<file path="src/erxos_pkg.sv">
// What this block does
// First received alignment-word bit lands in bit 7 of the alignment register.
// Alignment-word bits two to eight land in bits 6..0; good pattern is 0011011.
// Half-second status bit toggles every 0.5 s, in phase with the one-second bit.
// One-second status bit toggles each second, giving a two-second period.
// Non-normal frames for 100 ms set the first timer bit; second bit clears it.
// Terminal sync held 10 ms sets the second timer bit; non-normal frames clear it.
// Long CRC-4 multiframe timer (400 ms) toggles its status bit on each expiry.
// Short CRC-4 multiframe timer (8 ms) toggles its own status bit on each expiry.
// CRC alignment bit toggles each ms; once aligned, on the CRC-4 sync signal.
// Keep-alive rises after AIS held 100 ms; falls as soon as AIS drops.
// First non-alignment-word bit lands in bit 7 of the non-alignment register.
// Second non-alignment-word bit lands in bit 6; it should read one.
// Third non-alignment-word bit, the remote alarm, lands in bit 5.
// Non-alignment-word bits four to eight land in bits 4..0.
// Time slot 16 frame-zero bits one to four land in bits 7..4; good is 0000.
// Time slot 16 frame-zero bits five to eight land in bits 3..0.
// Slip indicator inverts on every controlled frame slip.
// Slip direction: one for a repeated frame, zero for a lost frame.
// Alternating 1010 stream for 512 bits, tolerating errors, sets the pattern bit.
// Double-errored bit is set when the last two alignment words were both errored.
// Bits 3..0 show the upper four bits of the 12-bit eighth-bit phase count.
// A companion register shows the lower eight bits of the phase count.
// Status registers are read-only; writes change nothing.
// Each captured field updates once per received frame or multiframe.
package erxos_pkg;
	// ============================================================
	// Clock and time
	localparam int unsigned CLK_HZ        = 125_000_000;
	localparam int unsigned MS_PER_S      = 1000;
	localparam int unsigned CYCLES_PER_MS = CLK_HZ / MS_PER_S;
	localparam int unsigned HALF_SEC_MS   = 500;
	localparam int unsigned NONNORMAL_MS  = 100;
	localparam int unsigned TSYNC_MS      = 10;
	localparam int unsigned CRC_LONG_MS   = 400;
	localparam int unsigned CRC_SHORT_MS  = 8;
	localparam int unsigned KEEPALIVE_MS  = 100;
	// Eighth-bit rate as a fraction of the clock, both in kHz
	localparam int unsigned LINE_KBPS     = 2048;
	localparam int unsigned SUBBITS       = 8;
	localparam int unsigned EIGHTH_INC    = LINE_KBPS * SUBBITS;
	localparam int unsigned EIGHTH_MOD    = CLK_HZ / MS_PER_S;
	// ============================================================
	// Line patterns
	localparam logic [6:0] FAS_PATTERN   = 7'h1B;
	localparam int unsigned AUX_RUN_BITS = 512;
	localparam int unsigned AUX_MAX_ERR  = 4;
	// ============================================================
	// Register indices (byte address is four times the index)
	localparam int unsigned APB_AW        = 8;
	localparam logic [4:0] IDX_ALIGN     = 5'h11;
	localparam logic [4:0] IDX_TIMER     = 5'h12;
	localparam logic [4:0] IDX_NONALIGN  = 5'h13;
	localparam logic [4:0] IDX_MFRAME    = 5'h14;
	localparam logic [4:0] IDX_PHASE_HI  = 5'h15;
	localparam logic [4:0] IDX_PHASE_LO  = 5'h16;
	localparam logic [4:0] IDX_CTRL      = 5'h1B;
	localparam logic [7:0] CTRL_RESET    = 8'h01;
	localparam int unsigned CTRL_AUX_EN  = 0;
endpackage

</file>
<file path="src/erxos_top.sv">
// Design decision made here: the APB interface to the registers.
`timescale 1ns/1ps
`default_nettype none
module erxos_top #(
	parameter int unsigned P_CYCLES_PER_MS = erxos_pkg::CYCLES_PER_MS,
	parameter int unsigned P_AUX_MAX_ERR   = erxos_pkg::AUX_MAX_ERR
) (
	// Clock and reset
	input  wire logic                        pclk,
	input  wire logic                        presetn,
	// APB slave
	input  wire logic                        psel,
	input  wire logic                        penable,
	input  wire logic                        pwrite,
	input  wire logic [erxos_pkg::APB_AW-1:0] paddr,
	input  wire logic [31:0]                 pwdata,
	output logic      [31:0]                 prdata,
	output logic                             pready,
	output logic                             pslverr,
	// Overhead word strobes from the receive framer
	input  wire logic                        fas_valid,
	input  wire logic [7:0]                  fas_byte,
	input  wire logic                        nfas_valid,
	input  wire logic [7:0]                  nfas_byte,
	input  wire logic                        mfas_valid,
	input  wire logic [7:0]                  ts16_byte,
	// Received bit stream
	input  wire logic                        rx_bit_valid,
	input  wire logic                        rx_bit,
	// Framer status levels and events
	input  wire logic                        nonnormal_frames,
	input  wire logic                        terminal_sync,
	input  wire logic                        ais_status,
	input  wire logic                        crc_mf_search,
	input  wire logic                        crc_aligned,
	input  wire logic                        crc_sync_pulse,
	// Elastic buffer slips
	input  wire logic                        slip_event,
	input  wire logic                        slip_repeat,
	// Frame pulses for the phase count
	input  wire logic                        backplane_frame_pulse,
	input  wire logic                        rx_frame_pulse
);
	initial begin
		if (P_CYCLES_PER_MS < 2 || P_CYCLES_PER_MS > 131072) begin
			$error("P_CYCLES_PER_MS out of range");
		end
		if (P_AUX_MAX_ERR > 255) begin
			$error("P_AUX_MAX_ERR out of range");
		end
	end

	// ============================================================
	// Millisecond enable
	logic [16:0] ms_div;
	logic        ms_tick;

	always_ff @(posedge pclk or negedge presetn) begin
		if (!presetn) begin
			ms_div  <= 17'h00000;
			ms_tick <= 1'b0;
		end else if (ms_div == 17'(P_CYCLES_PER_MS - 1)) begin
			ms_div  <= 17'h00000;
			ms_tick <= 1'b1;
		end else begin
			ms_div  <= ms_div + 17'h00001;
			ms_tick <= 1'b0;
		end
	end

	// ============================================================
	// Free-running half and one second toggles
	logic [8:0] half_cnt;
	logic       half_second_toggle;
	logic       one_second_toggle;

	always_ff @(posedge pclk or negedge presetn) begin
		if (!presetn) begin
			half_cnt           <= 9'h000;
			half_second_toggle <= 1'b0;
			one_second_toggle  <= 1'b0;
		end else if (ms_tick) begin
			if (half_cnt == 9'(erxos_pkg::HALF_SEC_MS - 1)) begin
				half_cnt           <= 9'h000;
				half_second_toggle <= ~half_second_toggle;
				// Slower bit flips only on the falling half toggle, so both stay in phase
				if (half_second_toggle) begin
					one_second_toggle <= ~one_second_toggle;
				end
			end else begin
				half_cnt <= half_cnt + 9'h001;
			end
		end
	end

	// ============================================================
	// Non-normal frame and terminal sync timers
	logic [6:0] nn_cnt;
	logic [3:0] ts_cnt;
	logic       nonnormal_frame_timer;
	logic       terminal_sync_timer;
	logic       t2_set;

	// Persistence is measured in whole ms ticks, so it may come up to 1 ms early
	assign t2_set = ms_tick && terminal_sync && !nonnormal_frames
		&& ts_cnt == 4'(erxos_pkg::TSYNC_MS - 1);

	always_ff @(posedge pclk or negedge presetn) begin
		if (!presetn) begin
			nn_cnt                <= 7'h00;
			nonnormal_frame_timer <= 1'b0;
		end else if (!nonnormal_frames) begin
			nn_cnt <= 7'h00;
			if (t2_set) begin
				nonnormal_frame_timer <= 1'b0;
			end
		end else if (ms_tick) begin
			if (nn_cnt == 7'(erxos_pkg::NONNORMAL_MS - 1)) begin
				nonnormal_frame_timer <= 1'b1;
			end else begin
				nn_cnt <= nn_cnt + 7'h01;
			end
		end
	end

	always_ff @(posedge pclk or negedge presetn) begin
		if (!presetn) begin
			ts_cnt              <= 4'h0;
			terminal_sync_timer <= 1'b0;
		end else if (nonnormal_frames) begin
			ts_cnt              <= 4'h0;
			terminal_sync_timer <= 1'b0;
		end else if (!terminal_sync) begin
			ts_cnt <= 4'h0;
		end else if (t2_set) begin
			terminal_sync_timer <= 1'b1;
		end else if (ms_tick) begin
			ts_cnt <= ts_cnt + 4'h1;
		end
	end

	// ============================================================
	// CRC-4 multiframe alignment timers, running while searching
	logic [8:0] crc_long_cnt;
	logic [3:0] crc_short_cnt;
	logic       crc_mf_long_timer_toggle;
	logic       crc_mf_short_timer_toggle;

	always_ff @(posedge pclk or negedge presetn) begin
		if (!presetn) begin
			crc_long_cnt             <= 9'h000;
			crc_mf_long_timer_toggle <= 1'b0;
		end else if (!crc_mf_search) begin
			crc_long_cnt <= 9'h000;
		end else if (ms_tick) begin
			if (crc_long_cnt == 9'(erxos_pkg::CRC_LONG_MS - 1)) begin
				crc_long_cnt             <= 9'h000;
				crc_mf_long_timer_toggle <= ~crc_mf_long_timer_toggle;
			end else begin
				crc_long_cnt <= crc_long_cnt + 9'h001;
			end
		end
	end

	always_ff @(posedge pclk or negedge presetn) begin
		if (!presetn) begin
			crc_short_cnt             <= 4'h0;
			crc_mf_short_timer_toggle <= 1'b0;
		end else if (!crc_mf_search) begin
			crc_short_cnt <= 4'h0;
		end else if (ms_tick) begin
			if (crc_short_cnt == 4'(erxos_pkg::CRC_SHORT_MS - 1)) begin
				crc_short_cnt             <= 4'h0;
				crc_mf_short_timer_toggle <= ~crc_mf_short_timer_toggle;
			end else begin
				crc_short_cnt <= crc_short_cnt + 4'h1;
			end
		end
	end

	// ============================================================
	// CRC alignment toggle and keep-alive
	logic       crc_align_ms_toggle;
	logic [6:0] ka_cnt;
	logic       keep_alive;

	always_ff @(posedge pclk or negedge presetn) begin
		if (!presetn) begin
			crc_align_ms_toggle <= 1'b0;
		end else if (crc_aligned ? crc_sync_pulse : ms_tick) begin
			crc_align_ms_toggle <= ~crc_align_ms_toggle;
		end
	end

	always_ff @(posedge pclk or negedge presetn) begin
		if (!presetn) begin
			ka_cnt     <= 7'h00;
			keep_alive <= 1'b0;
		end else if (!ais_status) begin
			ka_cnt     <= 7'h00;
			keep_alive <= 1'b0;
		end else if (ms_tick) begin
			if (ka_cnt == 7'(erxos_pkg::KEEPALIVE_MS - 1)) begin
				keep_alive <= 1'b1;
			end else begin
				ka_cnt <= ka_cnt + 7'h01;
			end
		end
	end

	// ============================================================
	// Overhead word captures
	logic [7:0] rx_alignment_word;
	logic [7:0] rx_non_alignment_word;
	logic [7:0] rx_multiframe_alignment_word;
	logic       fas_err_prev;
	logic       double_errored_align;
	logic       fas_err;

	assign fas_err = fas_byte[6:0] != erxos_pkg::FAS_PATTERN;

	always_ff @(posedge pclk or negedge presetn) begin
		if (!presetn) begin
			rx_alignment_word    <= 8'h00;
			fas_err_prev         <= 1'b0;
			double_errored_align <= 1'b0;
		end else if (fas_valid) begin
			rx_alignment_word    <= fas_byte;
			fas_err_prev         <= fas_err;
			double_errored_align <= fas_err && fas_err_prev;
		end
	end

	always_ff @(posedge pclk or negedge presetn) begin
		if (!presetn) begin
			rx_non_alignment_word <= 8'h00;
		end else if (nfas_valid) begin
			rx_non_alignment_word <= nfas_byte;
		end
	end

	always_ff @(posedge pclk or negedge presetn) begin
		if (!presetn) begin
			rx_multiframe_alignment_word <= 8'h00;
		end else if (mfas_valid) begin
			rx_multiframe_alignment_word <= ts16_byte;
		end
	end

	// ============================================================
	// Slips
	logic rx_slip_toggle;
	logic rx_slip_direction;

	always_ff @(posedge pclk or negedge presetn) begin
		if (!presetn) begin
			rx_slip_toggle    <= 1'b0;
			rx_slip_direction <= 1'b0;
		end else if (slip_event) begin
			rx_slip_toggle    <= ~rx_slip_toggle;
			rx_slip_direction <= slip_repeat;
		end
	end

	// ============================================================
	// Alternating pattern detector, judged over 512-bit windows
	logic [7:0] ctrl;
	logic [8:0] aux_bits;
	logic [7:0] aux_errs;
	logic       aux_prev;
	logic       alternating_pattern_detect;
	logic       aux_bad;

	assign aux_bad = rx_bit == aux_prev;

	always_ff @(posedge pclk or negedge presetn) begin
		if (!presetn) begin
			aux_bits                   <= 9'h000;
			aux_errs                   <= 8'h00;
			aux_prev                   <= 1'b0;
			alternating_pattern_detect <= 1'b0;
		end else if (!ctrl[erxos_pkg::CTRL_AUX_EN]) begin
			aux_bits                   <= 9'h000;
			aux_errs                   <= 8'h00;
			alternating_pattern_detect <= 1'b0;
		end else if (rx_bit_valid) begin
			aux_prev <= rx_bit;
			if (aux_bits == 9'(erxos_pkg::AUX_RUN_BITS - 1)) begin
				aux_bits <= 9'h000;
				aux_errs <= 8'h00;
				// A single line error breaks alternation twice, hence the error budget
				// Nine bits, so a saturated error count cannot wrap round to a pass
				alternating_pattern_detect <= ({1'b0, aux_errs} + {8'h00, aux_bad})
					<= {1'b0, 8'(P_AUX_MAX_ERR)};
			end else begin
				aux_bits <= aux_bits + 9'h001;
				if (aux_bad && aux_errs != 8'hFF) begin
					aux_errs <= aux_errs + 8'h01;
				end
			end
		end
	end

	// ============================================================
	// Eighth-bit phase between backplane and receive frame pulses
	logic [17:0] eb_acc;
	logic        eb_tick;
	logic [11:0] eb_cnt;
	logic [11:0] rx_eighth_bit_phase_count;
	logic [17:0] eb_sum;

	// One bit of headroom: the modulus plus the increment exceeds 17 bits
	assign eb_sum = eb_acc + 18'(erxos_pkg::EIGHTH_INC);

	// Fractional divider: ticks at 16.384 MHz on average, jitter of one pclk period
	always_ff @(posedge pclk or negedge presetn) begin
		if (!presetn) begin
			eb_acc  <= 18'h00000;
			eb_tick <= 1'b0;
		end else if (eb_sum >= 18'(erxos_pkg::EIGHTH_MOD)) begin
			eb_acc  <= eb_sum - 18'(erxos_pkg::EIGHTH_MOD);
			eb_tick <= 1'b1;
		end else begin
			eb_acc  <= eb_sum;
			eb_tick <= 1'b0;
		end
	end

	always_ff @(posedge pclk or negedge presetn) begin
		if (!presetn) begin
			eb_cnt <= 12'h000;
		end else if (backplane_frame_pulse) begin
			eb_cnt <= 12'h000;
		end else if (eb_tick && eb_cnt != 12'hFFF) begin
			eb_cnt <= eb_cnt + 12'h001;
		end
	end

	always_ff @(posedge pclk or negedge presetn) begin
		if (!presetn) begin
			rx_eighth_bit_phase_count <= 12'h000;
		end else if (rx_frame_pulse) begin
			rx_eighth_bit_phase_count <= eb_cnt;
		end
	end

	// ============================================================
	// APB slave: one wait-free access phase, answer prepared in setup
	logic [4:0] idx;
	logic       addr_ok;
	logic       mapped;
	logic [7:0] rd_mux;
	logic [7:0] timer_status_word;
	logic [7:0] phase_status_high;

	assign idx     = paddr[6:2];
	assign addr_ok = paddr[1:0] == 2'h0 && paddr[erxos_pkg::APB_AW-1] == 1'b0;
	assign timer_status_word = {half_second_toggle, one_second_toggle,
		nonnormal_frame_timer, terminal_sync_timer, crc_mf_long_timer_toggle,
		crc_mf_short_timer_toggle, crc_align_ms_toggle, keep_alive};
	assign phase_status_high = {rx_slip_toggle, rx_slip_direction,
		alternating_pattern_detect, double_errored_align,
		rx_eighth_bit_phase_count[11:8]};

	always_comb begin
		mapped = addr_ok;
		rd_mux = 8'h00;
		unique case (idx)
			erxos_pkg::IDX_ALIGN:    rd_mux = rx_alignment_word;
			erxos_pkg::IDX_TIMER:    rd_mux = timer_status_word;
			erxos_pkg::IDX_NONALIGN: rd_mux = rx_non_alignment_word;
			erxos_pkg::IDX_MFRAME:   rd_mux = rx_multiframe_alignment_word;
			erxos_pkg::IDX_PHASE_HI: rd_mux = phase_status_high;
			erxos_pkg::IDX_PHASE_LO: rd_mux = rx_eighth_bit_phase_count[7:0];
			erxos_pkg::IDX_CTRL:     rd_mux = ctrl;
			default:                 mapped = 1'b0;
		endcase
	end

	always_ff @(posedge pclk or negedge presetn) begin
		if (!presetn) begin
			pready  <= 1'b0;
			pslverr <= 1'b0;
			prdata  <= 32'h00000000;
		end else begin
			pready <= psel && !penable;
			if (psel && !penable) begin
				pslverr <= !mapped;
				prdata  <= (mapped && !pwrite) ? {24'h000000, rd_mux} : 32'h00000000;
			end
		end
	end

	// Only the control register accepts writes; status words ignore them
	always_ff @(posedge pclk or negedge presetn) begin
		if (!presetn) begin
			ctrl <= erxos_pkg::CTRL_RESET;
		end else if (psel && penable && pready && pwrite && addr_ok
			&& idx == erxos_pkg::IDX_CTRL) begin
			ctrl <= {7'h00, pwdata[erxos_pkg::CTRL_AUX_EN]};
		end
	end

	// ============================================================
	// Assertions
	a_fas_capture: assert property (@(posedge pclk) disable iff (!presetn)
		fas_valid |=> rx_alignment_word == $past(fas_byte))
		else $error("alignment word not captured");
	a_nfas_capture: assert property (@(posedge pclk) disable iff (!presetn)
		nfas_valid |=> rx_non_alignment_word == $past(nfas_byte))
		else $error("non-alignment word not captured");
	a_ts16_capture: assert property (@(posedge pclk) disable iff (!presetn)
		!mfas_valid |=> $stable(rx_multiframe_alignment_word))
		else $error("multiframe word changed without a strobe");
	a_slip_report: assert property (@(posedge pclk) disable iff (!presetn)
		slip_event |=> $changed(rx_slip_toggle) && rx_slip_direction == $past(slip_repeat))
		else $error("slip not reported");
	a_double_err: assert property (@(posedge pclk) disable iff (!presetn)
		fas_valid |=> double_errored_align == ($past(fas_err) && $past(fas_err_prev)))
		else $error("double errored alignment wrong");
	a_timer_phase: assert property (@(posedge pclk) disable iff (!presetn)
		$changed(one_second_toggle) |-> $changed(half_second_toggle) && !half_second_toggle)
		else $error("second toggles out of phase");
	a_isdn_excl: assert property (@(posedge pclk) disable iff (!presetn)
		!(nonnormal_frame_timer && terminal_sync_timer))
		else $error("both isdn timers high");
	a_keep_drop: assert property (@(posedge pclk) disable iff (!presetn)
		!ais_status |=> !keep_alive)
		else $error("keep alive not cleared");
	a_crc_expire: assert property (@(posedge pclk) disable iff (!presetn)
		$changed(crc_mf_long_timer_toggle) |-> $changed(crc_mf_short_timer_toggle)
		&& $past(crc_mf_search) && $past(ms_tick))
		else $error("crc timers out of step");
	a_crc_align_ms_toggle_sync: assert property (@(posedge pclk) disable iff (!presetn)
		crc_aligned && crc_sync_pulse |=> $changed(crc_align_ms_toggle))
		else $error("crc alignment toggle missed sync");
	a_phase_latch: assert property (@(posedge pclk) disable iff (!presetn)
		rx_frame_pulse |=> rx_eighth_bit_phase_count == $past(eb_cnt))
		else $error("phase count not latched");
	a_ro_write: assert property (@(posedge pclk) disable iff (!presetn)
		psel && penable && pwrite && !fas_valid |=> $stable(rx_alignment_word))
		else $error("write changed a status word");
	a_aux_off: assert property (@(posedge pclk) disable iff (!presetn)
		!ctrl[erxos_pkg::CTRL_AUX_EN] |=> !alternating_pattern_detect)
		else $error("pattern detect while disabled");
endmodule
`default_nettype wire

</file>
<file path="config.mk">
export PLATFORM = sky130hd
export DESIGN_NAME = erxos_top
export DESIGN_NICKNAME = d
export VERILOG_FILES = /design/src/erxos_pkg.sv /design/src/erxos_top.sv
export SDC_FILE = /design/constraint.sdc
export NUM_CORES = 1
export LEC_CHECK = 0
export BUFFER_PORTS_ARGS = -buffer_cell sky130_fd_sc_hd__buf_4
export CORE_MARGIN = 4
export CORE_UTILIZATION = 62
export CTS_CLUSTER_SIZE = 8
export DETAILED_ROUTE_END_ITERATION = 12
export PLACE_DENSITY = 0.85
export REMOVE_ABC_BUFFERS = 1
export SYNTH_ARGS = -nofsm -noshare
export SYNTH_HDL_FRONTEND = slang
export SYNTH_SLANG_ARGS = --single-unit
</file>
<file path="constraint.sdc">
create_clock -name pclk -period 3.05 [get_ports pclk]
set_clock_uncertainty 0.05 [all_clocks]
set_input_delay 0.4575 -clock pclk [delete_from_list [all_inputs] [get_ports pclk]]
set_output_delay 0.4575 -clock pclk [all_outputs]
set_load 0.02 [all_outputs]
</file>
# Yosys cells after proc, flatten, opt, wreduce, memory -nomap -nowiden

Cells that the tools add are included.

Eq/ne operators: 31
Muxes and demuxes: 47
Reductions and logical operators: 36
Add/subtract/negate cells: 13
Order comparisons: 2
Bitwise gates (word level): 7

Operators with widths:

| kind                                                  | count |
|---|---|
| two-way mux 9 bit                                     | 7 |
| case mux 8 bit (7 select lines)                       | 1 |
| two-way mux 7 bit                                     | 6 |
| two-way mux 8 bit                                     | 5 |
| equality test 5 bit, second input constant            | 7 |
| two-way mux 4 bit                                     | 7 |
| adder 9 x 1 -> 9 bit, second input constant           | 3 |
| equality test 9 bit, second input constant            | 3 |
| two-way mux 12 bit                                    | 2 |
| adder 18 x 15 -> 18 bit, second input constant        | 1 |
| >= comparator 18 x 17 -> 1 bit, second input constant | 1 |
| two-way mux 18 bit                                    | 1 |
| AND reduction 2 bit                                   | 9 |
| subtractor 18 x 17 -> 18 bit, second input constant   | 1 |
| adder 17 x 1 -> 17 bit, second input constant         | 1 |
| equality test 17 bit, second input constant           | 1 |
| two-way mux 1 bit                                     | 17 |
| two-way mux 17 bit                                    | 1 |
| adder 7 x 1 -> 7 bit, second input constant           | 2 |
| equality test 7 bit, second input constant            | 2 |
| logical AND 1 bit                                     | 14 |
| adder 12 x 1 -> 12 bit, second input constant         | 1 |
| inequality test 12 bit, second input constant         | 1 |
| inequality test 2 x 1 -> 1 bit, second input constant | 6 |
| 19 further kinds                                      | 36 |

Word-level logic and storage cells: 171
Flip-flop bits (word level): 191
Output and inout bits: 34

# Longest topological paths before layout

Gate-level depths: netlist (run 1).

Depth after elaboration: 6
Gate-level depth with buffers: 9
Depth with buffers taken out: 9

# Least setup slack after synthesis (run 1)

No wires, ideal clock.

Path type: flip-flop to flip-flop
Start point: register eb_acc[4]
End point: register eb_acc[6]
Setup time: 125 ps
Data required time: 2,875 ps
Path buffers: 1
Path slack: 1,135 ps
Stages on the path, launching flop included: 9
Data arrival time: 1,739 ps
Period minus slack after synthesis: 1,915 ps
Path through: dfrtp_1 > inv_1 > ha_1 > nand2_1 > or4_4 > o31ai_4 > buf_6 > o32ai_2 > xnor2_1

Longest elaborated chain between the ends: 3
Elaborated cells between the ends (all ways): 4

RTL lines:

| item                                                                           | RTL line                           | text |
|---|---|---|
| start, declared                                                                | erxos_top.sv:306                   | `logic [17:0] eb_acc;` |
| start signal, assigned                                                         | erxos_top.sv:321                   | `eb_acc <= eb_sum - 18'(erxos_pkg::EIGHTH_MOD);` |
| start signal, assigned                                                         | erxos_top.sv:324                   | `eb_acc <= eb_sum;` |
| adder 18 x 15 -> 18 bit (*)                                                    | erxos_top.sv:313                   | `assign eb_sum = eb_acc + 18'(erxos_pkg::EIGHTH_INC);` |
| subtractor 18 x 17 -> 18 bit or >= comparator 18 x 17 -> 1 bit (tied branches) | erxos_top.sv:321, erxos_top.sv:320 |  |
| two-way mux 18 bit (*)                                                         | erxos_top.sv:320                   | `end else if (eb_sum >= 18'(erxos_pkg::EIGHTH_MOD)) begin` |

Mark *: on every way between the ends. The rest lies on a longest branch, timed or not.
A chain may end at the register's enable or synchronous reset.

# Final worst setup path (run 1)

Start point: register eb_acc[4]
End point: register eb_acc[8]

Same word-level chain as after synthesis.

==> results of run 1 <==
## cells by family after synthesis
logic type | Yosys count | share of synthesized area (%)
muxes | 53 | 7.054
xor gates and xnor gates | 73 | 7.768
DFF | 164 | 49.88
adders and majority gates | 18 | 2.736
other | 1 | 0.04556
AOI/OAI and AO/OA | 108 | 9.365
and+or+nand+nor | 289 | 18.74
buffers and inverters | 68 | 4.409
## stage by stage
| stage | cell area [µm²] | utilization (%) | hold WS, ps | power (mW) | setup WS [ps] |
|---|---|---|---|---|---|
| final | 9368 | 73.04 | -6.445 | 4.724 | 584.7 |
| after global routing | 9368 | 73.04 | 52.61 | 4.874 | 501.6 |
| after CTS | 9368 | 73.04 | 24.51 | 4.746 | 615.5 |
| after detailed placement | 8767 | 68.36 | 420.2 | 2.567 | 662.4 |
| after global placement | 8767 | 68.36 | 413.1 | 2.552 | 765.1 |
| after floorplan | 8025 | - | 111.9 | 2.405 | 790.3 |
## per-layer routing
layer / up-vias / wire length [µm]
met5: - / 0
met4: 0 / 367
met3: 35 / 972
met2: 185 / 9688
met1: 3110 / 7395
li1: 2806 / -
## worst max path at each step
stage | start | to | slack, ps | cells after the start
final | eb_acc[4] | eb_acc[8] | 580 | 7
after global placement | eb_acc[4] | eb_acc[15] | 770 | 7
after global routing | eb_acc[4] | eb_acc[8] | 500 | 7
after CTS | eb_acc[4] | eb_acc[8] | 620 | 7
after detailed placement | eb_acc[4] | eb_acc[15] | 660 | 7
after floorplan | eb_acc[14] | eb_acc[15] | 790 | 6
## flip-flops by register name (all words and copies together), names as in the netlist, 8 cells and up
name / cells
crc_long_cnt: 9
aux_errs: 8
rx_alignment_word: 8
eb_acc: 15
eb_cnt: 12
rx_non_alignment_word: 8
half_cnt: 9
rx_multiframe_alignment_word: 8
rx_eighth_bit_phase_count: 12
ms_div: 17
prdata: 8
aux_bits: 9
## placed cells by master (no fill, tap or decap), types with 12 or more instances in the layout
cell type and count:
and3_1 12, nand3_1 34, nor2b_1 13, xnor2_1 47
clkbuf_16 17, xor2_1 26, a21oi_1 12, mux2_2 40
nand2_1 51, nand2b_1 18, inv_1 19, nor2_1 72
o21ai_0 28, mux2i_1 13, a22oi_1 20, nor3_1 19
conb_1 24, and2_1 14, ha_1 18, dfrtp_1 163
buf_4 66, nand4_1 16
## worst reg2reg max path, delay by kind of cell, from the launching register on
family / cells / cell delay (ps)
AO/OA/AOI/OAI: 2 / 880
XOR/XNOR: 1 / 220
adder cells (fa/ha/maj): 1 / 150
buffers and inverters: 1 / 110
flip-flops: 1 / 420
AND/OR/NAND/NOR: 2 / 550
## area by class of cell
cell class              count  area share [%]
clock inverters            14           1.723
inverters                  19          0.7613
clock buffers              18           4.688
repair buffers             68           5.623
multi-input cells         565           41.08
well taps                 172           2.297
flip-flops and latches    164           43.82
## power by group through the flow
| stage | Clock [mW] | Combinational [mW] | Sequential, mW |
|---|---|---|---|
| 5_1_grt | 2.31 | 0.289 | 2.27 |
| 3_5_place_dp | 0 | 0.261 | 2.31 |
| 2_1_floorplan | 0 | 0.111 | 2.29 |
| 3_3_place_gp | 0 | 0.251 | 2.30 |
| 4_1_cts | 2.22 | 0.265 | 2.27 |
| 6_report | 2.19 | 0.263 | 2.27 |
==> flow_summary.toml, run 1 <==
[clocking]
cts_resized = 0
postCtsSetupBuffers = 0
cts.clk_slew.worst_paths_ps = 60
clkLatencyLatePin_ps = 440
clockRootBuffer = "clkbuf_16"
clkSinkCount = 164
clock_path_buffers = 2
h-tree-depth = 4
holdBufCountCts = 0
cts_tree = "yes"
cts_made_buffers = 17

[setup_path]
r2r_slack_ps = 580
crit_arrival_ps = 2770
path_cells = "inv_1 -> ha_1 -> nand2_1 -> or4_4 -> o31ai_4 -> o21ai_0 -> xnor2_1"
cp_slowest_stage_delay_ps = 640
cp_slowest_cell = "o31ai_4"
reg2reg_depth = 7
r2r_end = "eb_acc[8]"
cp_top_family = "compound AO/OA/AOI/OAI gates"
critPathRequiredTime_ps = 3350
worstPathMaxFanout = 14
critical_path_class = "reg -> reg"
path_buf_inv = 1
worstSetupStartpointType = "flop"
r2r-start = "eb_acc[4]"
critPathCaptureType = "flop"

[timing]
setup_viol = 0
max_freq_ghz = 0.4056
rsz0062_at_grt = "no"
worstMarginPinSlew_ps = 846.8
hold_violations = 4
drv_slew = 0
max_slew_margin_pct = 43.40
setup_tns_ps = 0
hold_slack_ps = -6.445
fin_crit_sh_pct = 80.83
fin_crit_ps = 2465

[run_status]
run_status = "complete, but fails checks"
violations = "hold timing"

[synthesis]
yosysSeqAreaShare_pct = 49.88
yosys.area.top_type_share_pct = 49.56
synth_most_common_cell = "dfrtp_1"
syn_inst = 774
ys_warn_count = 0
synth.area.top_cells = "dfrtp_1, mux2_2, xnor2_1, nor2_1, xor2_1"
yosys.area.top_type = "dfrtp_1"
ys_ff_latch = 164
avgSynthCellArea_um2 = 10.63
synth_cell_type_count = 71
syn_area_mm2 = 0.008230
synth-edff-count = 0
dominantRegCellSynth = "dfrtp_1"
async_reset_ff_share_pct = 100.0
ys_top_cells_by_count = "dfrtp_1, nor2_1, nand2_1, xnor2_1, mux2_2"

[place]
gp_congestion = 0.8619
portBuffers = 62
dp_hpwl_um = 12610
placed_cells = 988

[layout]
nNetsFinal = 937
multiInputGateArea_mm2 = 0.003849
ff_latch_area_mm2 = 0.004105
syn_to_final_growth_pct = 13.82
drive_gt1_share_pct = 19.22
diodes = 0
layoutNonFillerInstCount = 1020
nFillCells = 875

[power_and_ir_drop]
irDropWorstVdd_mv = 0.3977
seq_power_share_pct = 48.0
p_int_mw = 3.587
p_leak_nw = 4.177
pwr-share-comb_pct = 5.6
switching_share_pct = 24.06
p_sw_mw = 1.137
clockPowerShare_pct = 46.4
powerDensity_mw_per_mm2 = 504.3

[run]
max_cap_violations = 0

[global_routing]
grt_pass1_wl_um = 30500
grt_pass1_vias = 6287
busiest_layer = "met2"
use_met2_pct = 44.04
use_met1_pct = 32.26
antenna_found_initial = 0
grt_util_all_layers_pct = 25.80
grtUsageMet3_pct = 5.810
grt_overflow = 0
grt_max_degree = 77

[detailed_routing]
drc = 0
vias = 6136
routed_wirelength_um = 18420
wl_per_cell_um = 18.06
first_iter_violations = 499
viasPerCell = 6.016
first_pass_iters = 5
antenna_left = 0

[die]
die_w_um = 123.2
start_util_pct = 64.18
ioPinCount = 118
die_h_um = 123.2
die_area_mm2 = 0.01518
core_region_area_mm2 = 0.01282
rows = 41

[hold_path]
hp-class = "in -> async"
Power figures use the tool's default switching activity.
==> run 2, diff against run 1 <==
--- a/config.mk
+++ b/config.mk
@@ -7,10 +7,10 @@
 export LEC_CHECK = 0
 export BUFFER_PORTS_ARGS = -buffer_cell sky130_fd_sc_hd__buf_4
 export CORE_MARGIN = 4
-export CORE_UTILIZATION = 62
+export CORE_UTILIZATION = 52
 export CTS_CLUSTER_SIZE = 8
 export DETAILED_ROUTE_END_ITERATION = 12
-export PLACE_DENSITY = 0.85
+export PLACE_DENSITY = 0.76
 export REMOVE_ABC_BUFFERS = 1
 export SYNTH_ARGS = -nofsm -noshare
 export SYNTH_HDL_FRONTEND = slang
==> constraint.sdc (replaced) <==
create_clock -name pclk -period 2.1 [get_ports pclk]
set_clock_uncertainty 0.05 [all_clocks]
set_input_delay 0.315 -clock pclk [delete_from_list [all_inputs] [get_ports pclk]]
set_output_delay 0.315 -clock pclk [all_outputs]
set_load 0.02 [all_outputs]
==> flow_summary.toml, run 2 (same netlist as run 1, synthesis figures left out) <==
[run_status]
run_status = "completed"

[power_and_ir_drop]
powerDensity_mw_per_mm2 = 723.4
p_leak_nw = 4.284
irDropWorstVdd_mv = 0.5523

[die]
start_util_pct = 53.54
die_area_mm2 = 0.01791
core_region_area_mm2 = 0.01537
ioPinCount = 118
die_h_um = 133.8
die_w_um = 133.8
rows = 45

[place]
gp_congestion = 0.8039
placed_cells = 1043
portBuffers = 62
dp_hpwl_um = 11460

[setup_path]
crit_arrival_ps = 2240
worstPathMaxFanout = 6
r2r-start = "eb_acc[12]"
critPathCaptureType = "flop"
r2r_slack_ps = 110
worstSetupStartpointType = "flop"
critPathRequiredTime_ps = 2350
reg2reg_depth = 6
r2r_end = "eb_acc[15]"
critical_path_class = "reg -> reg"

[clocking]
postCtsSetupBuffers = 0
cts.clk_slew.worst_paths_ps = 70
clock_path_buffers = 2
cts_tree = "yes"
clockRootBuffer = "clkbuf_16"
h-tree-depth = 4
clkSinkCount = 164
cts_made_buffers = 17
clkLatencyLatePin_ps = 430

[timing]
max_freq_ghz = 0.5033
max_slew_margin_pct = 51.66
drv_slew = 0
fin_crit_ps = 1987
setup_tns_ps = 0
rsz0062_at_grt = "no"
hold_slack_ps = 37.32
fin_crit_sh_pct = 94.61
hold_violations = 0
worstMarginPinSlew_ps = 723.1
setup_viol = 0

[global_routing]
grt_overflow = 0
grt_max_degree = 59
antenna_found_initial = 0
grt_pass1_vias = 5762
grt_pass1_wl_um = 28200
grt_util_all_layers_pct = 19.34

[layout]
utilization_pct = 62.54
drive_gt1_share_pct = 21.04
largest_reg_flops = 17
nNetsFinal = 954
nFillCells = 1207
largest_register = "ms_div"
layout_commonest_cell = "dfrtp_1"
syn_to_final_growth_pct = 16.80
mostFrequentLayoutCells = "dfrtp_1, buf_4, nor2_1"
diodes = 0
largestRegisters = "ms_div x17, eb_acc x15"
layoutNonFillerInstCount = 1076

[detailed_routing]
first_iter_violations = 419
antenna_left = 0
wl_per_cell_um = 15.13
drc = 0
vias = 5775
viasPerCell = 5.367
first_pass_iters = 5
routed_wirelength_um = 16280

[hold_path]
min_to = "rx_slip_toggle"
hold_depth = 2
hp-class = "in -> reg"
min_from = "slip_event"

[run]
max_cap_violations = 0
[run 2: changes by cell type in the layout (fill, tap and decap cells not counted), sizes merged]
cell	previous run	this run
bufinv	2	3
clkinv	2	4
buf	68	84
dlygate4sd3	0	1
clkbuf	18	22
inv	27	20
[run 2: layer usage]
layer	routed length, µm	GRT usage (%)
met5	0	0
met4	252	6.057
met3	607	4.201
met2	8162	31.47
met1	7260	26.08
[run 2: final cells by class]
| class | count | area (µm²) | area share (%) |
|---|---|---|---|
| flip-flops and latches | 164 | 4105 | 42.70 |
| multi-input cells | 565 | 3864 | 40.19 |
| repair buffers | 85 | 669.4 | 6.963 |
| clock buffers | 22 | 494.2 | 5.141 |
| well taps | 211 | 264.0 | 2.746 |
| clock inverters | 10 | 145.1 | 1.510 |
| inverters | 19 | 71.32 | 0.7419 |
[run 2: report_power, final]
part / total [mW] / switching, mW / internal, mW
logic: 0.380 / 0.215 / 0.165
registers: 3.29 / 0.0508 / 3.24
clock network: 3.29 / 1.25 / 2.04
total: 6.95 / 1.52 / 5.44
[run 2: stage by stage]
stage	worst slack [ps]	power, mW	instance area, µm²
after CTS	78.81	7.018	9598
after global routing	10.83	7.206	9613
after detailed placement	98.40	3.724	8949
after global placement	116.4	3.715	8949
after floorplan	-159.7	3.492	8025
final	113.3	6.954	9613
[run 2: timing repair]
action | in CTS | in global routing
hold buffers | 1 | 0
hold endpoints to repair | 35 | 0
resized for setup | 0 | 3
setup endpoints to repair | 0 | 2
[run 2: worst max path at each step]
| stage | to | cells past startpoint | slack, ps | startpoint |
|---|---|---|---|---|
| 6_report | eb_acc[15] | 6 | 110 | eb_acc[12] |
| 5_1_grt | eb_acc[15] | 7 | 10 | eb_acc[3] |
| 4_1_cts | eb_acc[17] | 5 | 80 | eb_acc[9] |
| 3_5_place_dp | eb_acc[17] | 5 | 100 | eb_acc[9] |
| 3_3_place_gp | eb_acc[17] | 5 | 120 | eb_acc[10] |
| 2_1_floorplan | eb_acc[15] | 6 | -160 | eb_acc[14] |
[run 2: worst max-delay path: stages, from the launching register on]
cell and delay [ps]:
dfrtp_1 450, nand2b_1 180, or4_4 520, o31ai_4 220, buf_4 190, o21ai_0 100, xor2_1 150
